==> src/pkg/seg_digit_consts.svh <==
`ifndef SEG_DIGIT_CONSTS_SVH
`define SEG_DIGIT_CONSTS_SVH

// ----------------------------------------
// Register byte offsets
// ----------------------------------------
`define OFS_CTRL      8'h00
`define OFS_SERIAL    8'h04
`define OFS_STATUS    8'h08
`define OFS_SEGS      8'h0C

// ----------------------------------------
// Register fields and reset values
// ----------------------------------------
`define CTRL_HEX_BIT  0
`define CTRL_SER_BIT  1
`define SER_CODE_LSB  0
`define SER_DIG_LSB   4
`define STAT_PT_LSB   4
`define CTRL_RESET    2'h0
`define WORD_ZERO     32'h0000_0000

// ----------------------------------------
// Digit codes and display constants
// ----------------------------------------
`define NUM_DIGITS    4
`define CODE_ZERO     4'h0
`define CODE_PT_ON    4'hC
`define CODE_PT_OFF   4'hD
`define CODE_BLANK    4'hF
`define HOLD_RESET    4'h0
`define SEG_OFF       7'h00
`define PIN_WIDTH     13

`endif

==> src/pkg/seg_digit_pkg.sv <==
package seg_digit_pkg;
	typedef logic [3:0] code_t;
	typedef logic [6:0] seg_t;
	typedef enum logic {SRC_PARALLEL, SRC_SERIAL} source_e;
endpackage

==> src/pkg/glyph_if.sv <==
`timescale 1ns/1ps
`default_nettype none
interface glyph_if;
	import seg_digit_pkg::*;
	code_t code;
	logic  hex;
	logic  numeral_off;
	seg_t  segs;
	modport decoder (input code, input hex, input numeral_off, output segs);
	modport user (output code, output hex, output numeral_off, input segs);
endinterface
`default_nettype wire

==> src/logic/pin_sync.sv <==
`timescale 1ns/1ps
`default_nettype none
module pin_sync #(
	parameter int W = 1
) (
	input  wire logic         clk,    // Sampling clock
	input  wire logic         rst_n,  // Async reset, active low
	input  wire logic [W-1:0] d,      // Raw pins
	output logic      [W-1:0] q       // Synchronised pins
);
	logic [W-1:0] meta;

	// Two flops; idle is all high as with open pulled-up pins
	always_ff @(posedge clk or negedge rst_n) begin
		if (!rst_n) begin
			meta <= '1;
			q    <= '1;
		end else begin
			meta <= d;
			q    <= meta;
		end
	end
endmodule
`default_nettype wire

==> src/logic/glyph_decoder.sv <==
`timescale 1ns/1ps
`default_nettype none
`include "seg_digit_consts.svh"
module glyph_decoder
	import seg_digit_pkg::*;
(
	glyph_if.decoder g  // Code in, segments out
);
	// Segment pattern gfedcba for a code in either variant
	function automatic seg_t glyph(input code_t c, input logic hex);
		seg_t s;
		s = `SEG_OFF;
		case (c)
			4'h0: s = 7'h3F;
			4'h1: s = 7'h06;
			4'h2: s = 7'h5B;
			4'h3: s = 7'h4F;
			4'h4: s = 7'h66;
			4'h5: s = 7'h6D;
			4'h6: s = 7'h7D;
			4'h7: s = 7'h07;
			4'h8: s = 7'h7F;
			4'h9: s = 7'h6F;
			4'hA: s = hex ? 7'h77 : 7'h40;
			4'hB: s = hex ? 7'h7C : `SEG_OFF;
			4'hC: s = hex ? 7'h39 : `SEG_OFF;
			4'hD: s = hex ? 7'h5E : `SEG_OFF;
			4'hE: s = hex ? 7'h79 : `SEG_OFF;
			4'hF: s = hex ? 7'h71 : `SEG_OFF;
			default: s = `SEG_OFF;
		endcase
		return s;
	endfunction

	// Blanking overrides the glyph
	always_comb begin
		g.segs = g.numeral_off ? `SEG_OFF : glyph(g.code, g.hex);
	end
endmodule
`default_nettype wire

==> src/logic/segment_digit_decoder.sv <==
// The register addresses and the APB slave port were chosen for this implementation.
`timescale 1ns/1ps
`default_nettype none
`include "seg_digit_consts.svh"
module segment_digit_decoder
	import seg_digit_pkg::*;
(
	input  wire logic        pclk,            // Clock, 200 MHz
	input  wire logic        presetn,         // Async reset, active low
	input  wire logic        psel,            // APB select
	input  wire logic        penable,         // APB enable
	input  wire logic        pwrite,          // APB write
	input  wire logic [7:0]  paddr,           // APB byte address
	input  wire logic [31:0] pwdata,          // APB write data
	output logic      [31:0] prdata,          // APB read data
	output logic             pready,          // APB ready
	output logic             pslverr,         // APB error
	input  wire logic [3:0]  data_n,          // Code bits, active low
	input  wire logic        digit1_hold_n,   // Digit 1 hold strobe
	input  wire logic        digit2_hold_n,   // Digit 2 hold strobe
	input  wire logic        digit3_hold_n,   // Digit 3 hold strobe
	input  wire logic        digit4_hold_n,   // Digit 4 hold strobe
	input  wire logic        point_on_n,      // Decimal point request
	input  wire logic        blank_in_n,      // Numeral blanking
	input  wire logic        red_sel_n,       // Red colour select
	input  wire logic        green_sel_n,     // Green colour select
	input  wire logic        zero_chain_in_n, // Chain into digit 4
	output logic [3:0][6:0]  segments,        // Segments per digit
	output logic [3:0]       point_lit,       // Decimal point per digit
	output logic [3:0]       zero_chain_out_n,// Chain out per digit
	output logic             red_on,          // Red elements lit
	output logic             green_on         // Green elements lit
);

	// ----------------------------------------
	// Input synchronisers
	// ----------------------------------------
	logic [`PIN_WIDTH-1:0] pins_raw;
	logic [`PIN_WIDTH-1:0] pins;
	code_t                 data_s;
	logic [3:0]            hold_s;
	logic                  point_s;
	logic                  blank_s;
	logic                  red_s;
	logic                  green_s;
	logic                  chain_s;

	// Bundle the pins; idle level is high
	assign pins_raw = {zero_chain_in_n, green_sel_n, red_sel_n, blank_in_n,
		point_on_n, digit4_hold_n, digit3_hold_n, digit2_hold_n,
		digit1_hold_n, data_n};

	pin_sync #(
		.W (`PIN_WIDTH)
	) u_sync (
		.clk   (pclk),
		.rst_n (presetn),
		.d     (pins_raw),
		.q     (pins)
	);

	// Invert to active-high meanings
	assign data_s  = ~pins[3:0];
	assign hold_s  = ~pins[7:4];
	assign point_s = ~pins[8];
	assign blank_s = ~pins[9];
	assign red_s   = ~pins[10];
	assign green_s = ~pins[11];
	assign chain_s = ~pins[12];

	// ----------------------------------------
	// APB slave
	// ----------------------------------------
	logic    hex_mode;
	source_e source;
	logic [5:0] serial_last;
	logic    access;
	logic    ser_wr;
	logic [3:0] chain_act;
	logic [3:0] point_act;
	seg_t    seg_next [`NUM_DIGITS];

	// Decode of mapped word addresses
	function automatic logic mapped(input logic [7:0] a);
		return (a == `OFS_CTRL) || (a == `OFS_SERIAL) ||
			(a == `OFS_STATUS) || (a == `OFS_SEGS);
	endfunction

	// Read data for a mapped address
	function automatic logic [31:0] rd_word(input logic [7:0] a);
		logic [31:0] w;
		w = `WORD_ZERO;
		case (a)
			`OFS_CTRL:   w[1:0] = {source == SRC_SERIAL, hex_mode};
			`OFS_SERIAL: w[5:0] = serial_last;
			`OFS_STATUS: w[7:0] = {point_lit, ~zero_chain_out_n};
			`OFS_SEGS:   w[27:0] = segments;
			default:     w = `WORD_ZERO;
		endcase
		return w;
	endfunction

	// One wait state: ready rises in the second access cycle
	assign access = psel && penable && !pready;
	assign ser_wr = access && pwrite && (paddr == `OFS_SERIAL);

	// Handshake and read answer
	always_ff @(posedge pclk or negedge presetn) begin
		if (!presetn) begin
			pready  <= 1'b0;
			pslverr <= 1'b0;
			prdata  <= `WORD_ZERO;
		end else begin
			pready  <= access;
			pslverr <= access && !mapped(paddr);
			if (access && !pwrite) begin
				prdata <= rd_word(paddr);
			end else begin
				prdata <= `WORD_ZERO;
			end
		end
	end

	// Control register: variant and data source
	always_ff @(posedge pclk or negedge presetn) begin
		if (!presetn) begin
			hex_mode <= 1'(`CTRL_RESET >> `CTRL_HEX_BIT);
			source   <= SRC_PARALLEL;
		end else if (access && pwrite && paddr == `OFS_CTRL) begin
			hex_mode <= pwdata[`CTRL_HEX_BIT];
			source   <= pwdata[`CTRL_SER_BIT] ? SRC_SERIAL : SRC_PARALLEL;
		end
	end

	// ----------------------------------------
	// Serial digit data
	// ----------------------------------------
	code_t      ser_code [`NUM_DIGITS];
	logic [3:0] ser_point;
	logic [3:0] ser_blank;
	code_t      wr_code;
	logic [1:0] wr_digit;

	assign wr_code  = pwdata[`SER_CODE_LSB +: 4];
	assign wr_digit = pwdata[`SER_DIG_LSB +: 2];

	// A serial frame updates only its addressed digit
	always_ff @(posedge pclk or negedge presetn) begin
		if (!presetn) begin
			serial_last <= 6'h00;
			ser_point   <= 4'h0;
			ser_blank   <= 4'h0;
			for (int i = 0; i < `NUM_DIGITS; i++) begin
				ser_code[i] <= `HOLD_RESET;
			end
		end else if (ser_wr) begin
			serial_last <= pwdata[5:0];
			ser_code[wr_digit] <= wr_code;
			if (wr_code == `CODE_PT_ON) begin
				ser_point[wr_digit] <= 1'b1;
			end else if (wr_code == `CODE_PT_OFF) begin
				ser_point[wr_digit] <= 1'b0;
			end
			ser_blank[wr_digit] <= (wr_code == `CODE_BLANK);
		end
	end

	// ----------------------------------------
	// Parallel held codes
	// ----------------------------------------
	code_t held [`NUM_DIGITS];

	// Each digit follows the bus while its own strobe is inactive
	always_ff @(posedge pclk or negedge presetn) begin
		if (!presetn) begin
			for (int i = 0; i < `NUM_DIGITS; i++) begin
				held[i] <= `HOLD_RESET;
			end
		end else begin
			for (int i = 0; i < `NUM_DIGITS; i++) begin
				if (!hold_s[i]) begin
					held[i] <= data_s;
				end
			end
		end
	end

	// ----------------------------------------
	// Per-digit decode
	// ----------------------------------------
	code_t      code_sel [`NUM_DIGITS];
	logic [3:0] numeral_off;

	// Source choice; serial data bypasses the hold strobes
	always_comb begin
		for (int i = 0; i < `NUM_DIGITS; i++) begin
			code_sel[i] = (source == SRC_SERIAL) ? ser_code[i] : held[i];
		end
	end

	// Point: pin lights any digit, serial point on decimal only
	always_comb begin
		for (int i = 0; i < `NUM_DIGITS; i++) begin
			point_act[i] = point_s ||
				(source == SRC_SERIAL && !hex_mode && ser_point[i]);
		end
	end

	// Zero chain runs from digit 4 down to digit 1
	always_comb begin
		logic cin;
		cin = chain_s;
		for (int i = `NUM_DIGITS - 1; i >= 0; i--) begin
			chain_act[i] = cin && !blank_s && !point_act[i] &&
				(code_sel[i] == `CODE_ZERO);
			cin = chain_act[i];
		end
	end

	// Numeral blanking from pin, serial fifteen and zero chain
	always_comb begin
		for (int i = 0; i < `NUM_DIGITS; i++) begin
			numeral_off[i] = blank_s || chain_act[i] ||
				(source == SRC_SERIAL && ser_blank[i]);
		end
	end

	// Glyph decoders over the carrier interface
	for (genvar gi = 0; gi < `NUM_DIGITS; gi++) begin : g_digit
		glyph_if gl ();
		assign gl.code        = code_sel[gi];
		assign gl.hex         = hex_mode;
		assign gl.numeral_off = numeral_off[gi];
		assign seg_next[gi]   = gl.segs;
		glyph_decoder u_dec (
			.g (gl.decoder)
		);
	end

	// ----------------------------------------
	// Registered outputs
	// ----------------------------------------

	// Segment, point and chain outputs
	always_ff @(posedge pclk or negedge presetn) begin
		if (!presetn) begin
			segments         <= '0;
			point_lit        <= 4'h0;
			zero_chain_out_n <= 4'hF;
		end else begin
			for (int i = 0; i < `NUM_DIGITS; i++) begin
				segments[i] <= seg_next[i];
			end
			point_lit        <= point_act;
			zero_chain_out_n <= ~chain_act;
		end
	end

	// Colour selects; both together give orange
	always_ff @(posedge pclk or negedge presetn) begin
		if (!presetn) begin
			red_on   <= 1'b0;
			green_on <= 1'b0;
		end else begin
			red_on   <= red_s;
			green_on <= green_s;
		end
	end

endmodule
`default_nettype wire

==> config.mk <==
export PLATFORM = sky130hd
export DESIGN_NAME = segment_digit_decoder
export DESIGN_NICKNAME = d
export VERILOG_FILES = /design/src/pkg/seg_digit_pkg.sv /design/src/pkg/glyph_if.sv /design/src/logic/pin_sync.sv /design/src/logic/glyph_decoder.sv /design/src/logic/segment_digit_decoder.sv
export VERILOG_INCLUDE_DIRS = /design/src /design/src/pkg
export SDC_FILE = /design/constraint.sdc
export NUM_CORES = 1
export LEC_CHECK = 0
export ABC_AREA = 0
export BUFFER_PORTS_ARGS = -buffer_cell sky130_fd_sc_hd__buf_2
export CELL_PAD_IN_SITES_DETAIL_PLACEMENT = 0
export CELL_PAD_IN_SITES_GLOBAL_PLACEMENT = 1
export CORE_MARGIN = 3
export CORE_UTILIZATION = 44
export CTS_BUF_LIST = sky130_fd_sc_hd__clkbuf_8
export DETAILED_ROUTE_END_ITERATION = 10
export PLACE_DENSITY = 0.9
export SETUP_SLACK_MARGIN = 0.3
export SLEW_MARGIN = 20
export SYNTH_ARGS = -nofsm -noshare
export SYNTH_HDL_FRONTEND = slang
export SYNTH_SLANG_ARGS = --single-unit
==> constraint.sdc <==
create_clock -name pclk -period 2.8 [get_ports pclk]
set_input_delay 0.28 -clock pclk [delete_from_list [all_inputs] [get_ports pclk]]
set_output_delay 0.28 -clock pclk [all_outputs]
set_load 0.1 [all_outputs]
==> qor.yml <==
worst_setup_path:
  crit_buf_inv: 0
  critical_path.max_stage_delay_ns: 0.54
  endpoint_kind: "flip-flop"
  start_kind: "flip-flop"
  crit_chain: "and3b_1 > nand4_1 > or3b_4 > nor3b_4 > mux2_2"
  cp_max_fo: 13
  slowest_stage: "or3b_4"
  timing.critical_path.max_delay_family: "simple AND/OR/NAND/NOR gates"
  arrival_ns: 2.59
  crit_type: "flip-flop to flip-flop"
  cp.required_ns: 3.12
run:
  drv_cap: 0
clocking:
  clkSlewWorstSetupHoldPaths_ns: 0.08
  clock-sinks: 142
  cts-htree-levels: 4
  insertion_delay_ns: 0.44
  cts_buffer_depth: 2
  cts_setup_buffers: 0
  cts_tree: "built"
  cts_buffers: 17
  root_buffer: "clkbuf_8"
cells_and_area:
  multi_input_area_um2: 2390
  nets: 727
  diodes: 0
  final_util: 0.551
  syn2layout_area_growth_pct: 20.3
  n_fill_cell: 1185
  layout-drive-gt1-share: 0.330
  seqCellArea_um2: 3590
  final_cells: 858
synthesis:
  synthSimpleGateAreaFrac: 0.153
  synth.cell_area_um2: 6160
  synth_compound_area_frac: 0.112
  ys_ff_latch: 142
  yosysUniqueCellTypes: 53
  yosysSeqAreaShare: 0.583
  synthAdderAreaFrac: 0
  synth_area_per_cell_um2: 11.2
  ys.flop_type: "dfrtp_1"
  synth_top_family_by_area: "simple AND/OR/NAND/NOR gates"
  yosys.area_share.xor_xnor: 0.00284
  synth_edf_count: 0
  synth-async-reset-ratio: 1.00
  yosysWarnings: 0
  syn_inst: 552
  yosys-mux-area-fraction: 0.117
place:
  dp_hpwl_um: 9380
  gp_congestion: 0.806
  dp_slack_ns: 0.466
  numPortBuffers: 99
  dpl.cell_count: 812
drt:
  viasPerCell: 5.26
  drt_pass1_iterations: 5
  drcViolationCount: 0
  wl_per_cell_um: 15.2
  totalWireLength_um: 13000
  num_vias: 4510
  drt_iter0_markers: 260
  ant_nets: 0
timing:
  hold_viol_final: 0
  setup_viol: 0
  fmax_mhz: 441
  period_needed_ns: 2.27
  slew_violations: 0
  skew_ns: 0.0129
  finalWorstSetupSlack_ns: 0.532
  tightest_slew_ns: 0.791
  setup_tns_ns: 0
  max_slew_margin: 0.457
  fin_crit_sh: 0.810
  grt_setup_unrepaired: "no"
worst_hold_path:
  min_path_type: "primary input to flip-flop"
global_route:
  grt_max_degree: 83
  grt.total_usage: 0.174
  grt_pass1_vias: 4391
  gr-total-overflow: 0
  grt_pass1_wl_um: 22000
  antenna_found_initial: 0
floorplan:
  num_rows: 42
  coreArea_um2: 13500
  die_h_um: 124
  die_w_um: 124
  io_pins: 130
  start_util: 0.458
  dieArea_um2: 15500
power:
  max-vdd-ir-drop_mv: 0.371
  powerDensity_nw_per_um2: 638
  leakage_nw: 3.47
  power_w: 0.00473
run_status:
  status: "completed"
[cells in the final DEF, fill, tap and decap left out, types with 5 or more instances in the layout]
cell	count
nand3_1	13
mux2_2	41
dlygate4sd3_1	14
nor3_1	7
a21oi_1	31
buf_4	10
dfrtp_1	111
nor2_1	59
o21ai_0	30
dfstp_2	30
inv_1	9
mux2i_1	23
clkbuf_8	19
buf_2	98
o211ai_1	6
and2_1	22
a32oi_1	5
nand2_1	64
a31oi_1	5
a22oi_1	6
o22ai_1	9
[per-stage QoR]
stage	hold slack, ns	cell area (um^2)
floorplan	-0.0156	6180
global placement	0.277	6850
detailed placement	0.281	6850
CTS	0.121	7410
global route	0.145	7410
finish	0.145	7410
[power breakdown]
part / internal (W) / switching [W] / total (W)
Sequential: 0.00215 / 0.0000598 / 0.00221
Combinational: 0.000198 / 0.000627 / 0.000825
Clock: 0.000932 / 0.000765 / 0.00170
[state kept, by name (all words and copies together) (netlist names), named ones only]
register / count
point_lit: 4
serial_last: 6
red_on: 1
pready: 1
u_sync.meta: 13
segments: 28
source: 1
zero_chain_out_n: 4
held: 16
ser_blank: 4
prdata: 28
green_on: 1
u_sync.q: 13
g_digit.gl.hex: 1
ser_code: 16
pslverr: 1
[tightest hold or removal path: stages]
cell	delay, ns
buf_2	0.16
nand2_1	0.07
nand2_1	0.04
[kinds of logic (layout without fill, tap and decap cells)]
kind of cell	count (synthesis)	in the layout
flip-flops	142	142
other	1	4
XOR/XNOR	2	2
buffers and inverters	38	165
AO/OA/AOI/OAI	112	112
AND/OR/NAND/NOR	191	191
multiplexers	66	66
[routing by layer]
metal	GRT usage	wire length [um]	vias up
li1	-	-	2178
met3	0.0455	718	15
met2	0.287	6350	142
met1	0.223	5760	2175
met5	0	0	-
met4	0.0619	201	0
[Yosys cell counts (2+ instances only)]
master    count  share of area
nand2b_1      2         0.0020
and2_1       22          0.022
o22ai_1       9         0.0091
nor3b_1       2         0.0024
inv_1         8         0.0049
nor2_1       59          0.036
a21boi_0      2         0.0024
a21o_1        2         0.0024
clkbuf_1     17          0.010
nor3_1        7         0.0057
nor4_1        4         0.0041
o211ai_1      6         0.0073
dfrtp_1     112           0.45
buf_6         4         0.0073
a211oi_1      4         0.0049
buf_1         2         0.0012
nor3b_4       2         0.0061
a32oi_1       5         0.0071
mux2i_2       2         0.0045
a222oi_1      2         0.0032
nand3b_1      2         0.0024
mux2_2       41          0.075
a221oi_1      4         0.0057
a31oi_1       5         0.0051
buf_2         2         0.0016
nand2_1      64          0.039
o31ai_1       3         0.0037
dfstp_2      30           0.13
o21ai_0      30          0.024
nand3_1      13          0.011
buf_4         5         0.0061
mux2i_1      23          0.037
xnor2_1       2         0.0028
a21oi_1      31          0.025
a22oi_1       6         0.0073
[timing repair]
action / 4_1_cts / 5_1_grt
endpoints found under the hold margin: 69 / 0
hold buffers: 14 / 0
setup endpoints to repair: 0 / 0
resized for setup: 0 / 0
[path summary, 6_finish.rpt]
| kind | from | to | slack (ns) | cells after the start |
|---|---|---|---|---|
| max in group asynchronous | presetn | segments[18] | 1.63 | 3 |
| min | pwdata[3] | serial_last[3] | 0.15 | 3 |
| min reg2reg | u_sync.meta[0] | u_sync.q[0] | 0.36 | 0 |
| max | pready | ser_code[9] | 0.53 | 5 |
| min in group asynchronous | presetn | green_on | 0.36 | 2 |
| max reg2reg | pready | ser_code[9] | 0.53 | 5 |
[area by class of cell]
class	count	area share
flip-flops and latches	142	0.484
multi-input cells	375	0.322
repair buffers	125	0.102
clock buffers	19	0.0353
well taps	176	0.0297
clock inverters	13	0.0221
inverters	8	0.00405
Note: power is estimated with default switching activity, not from simulation.
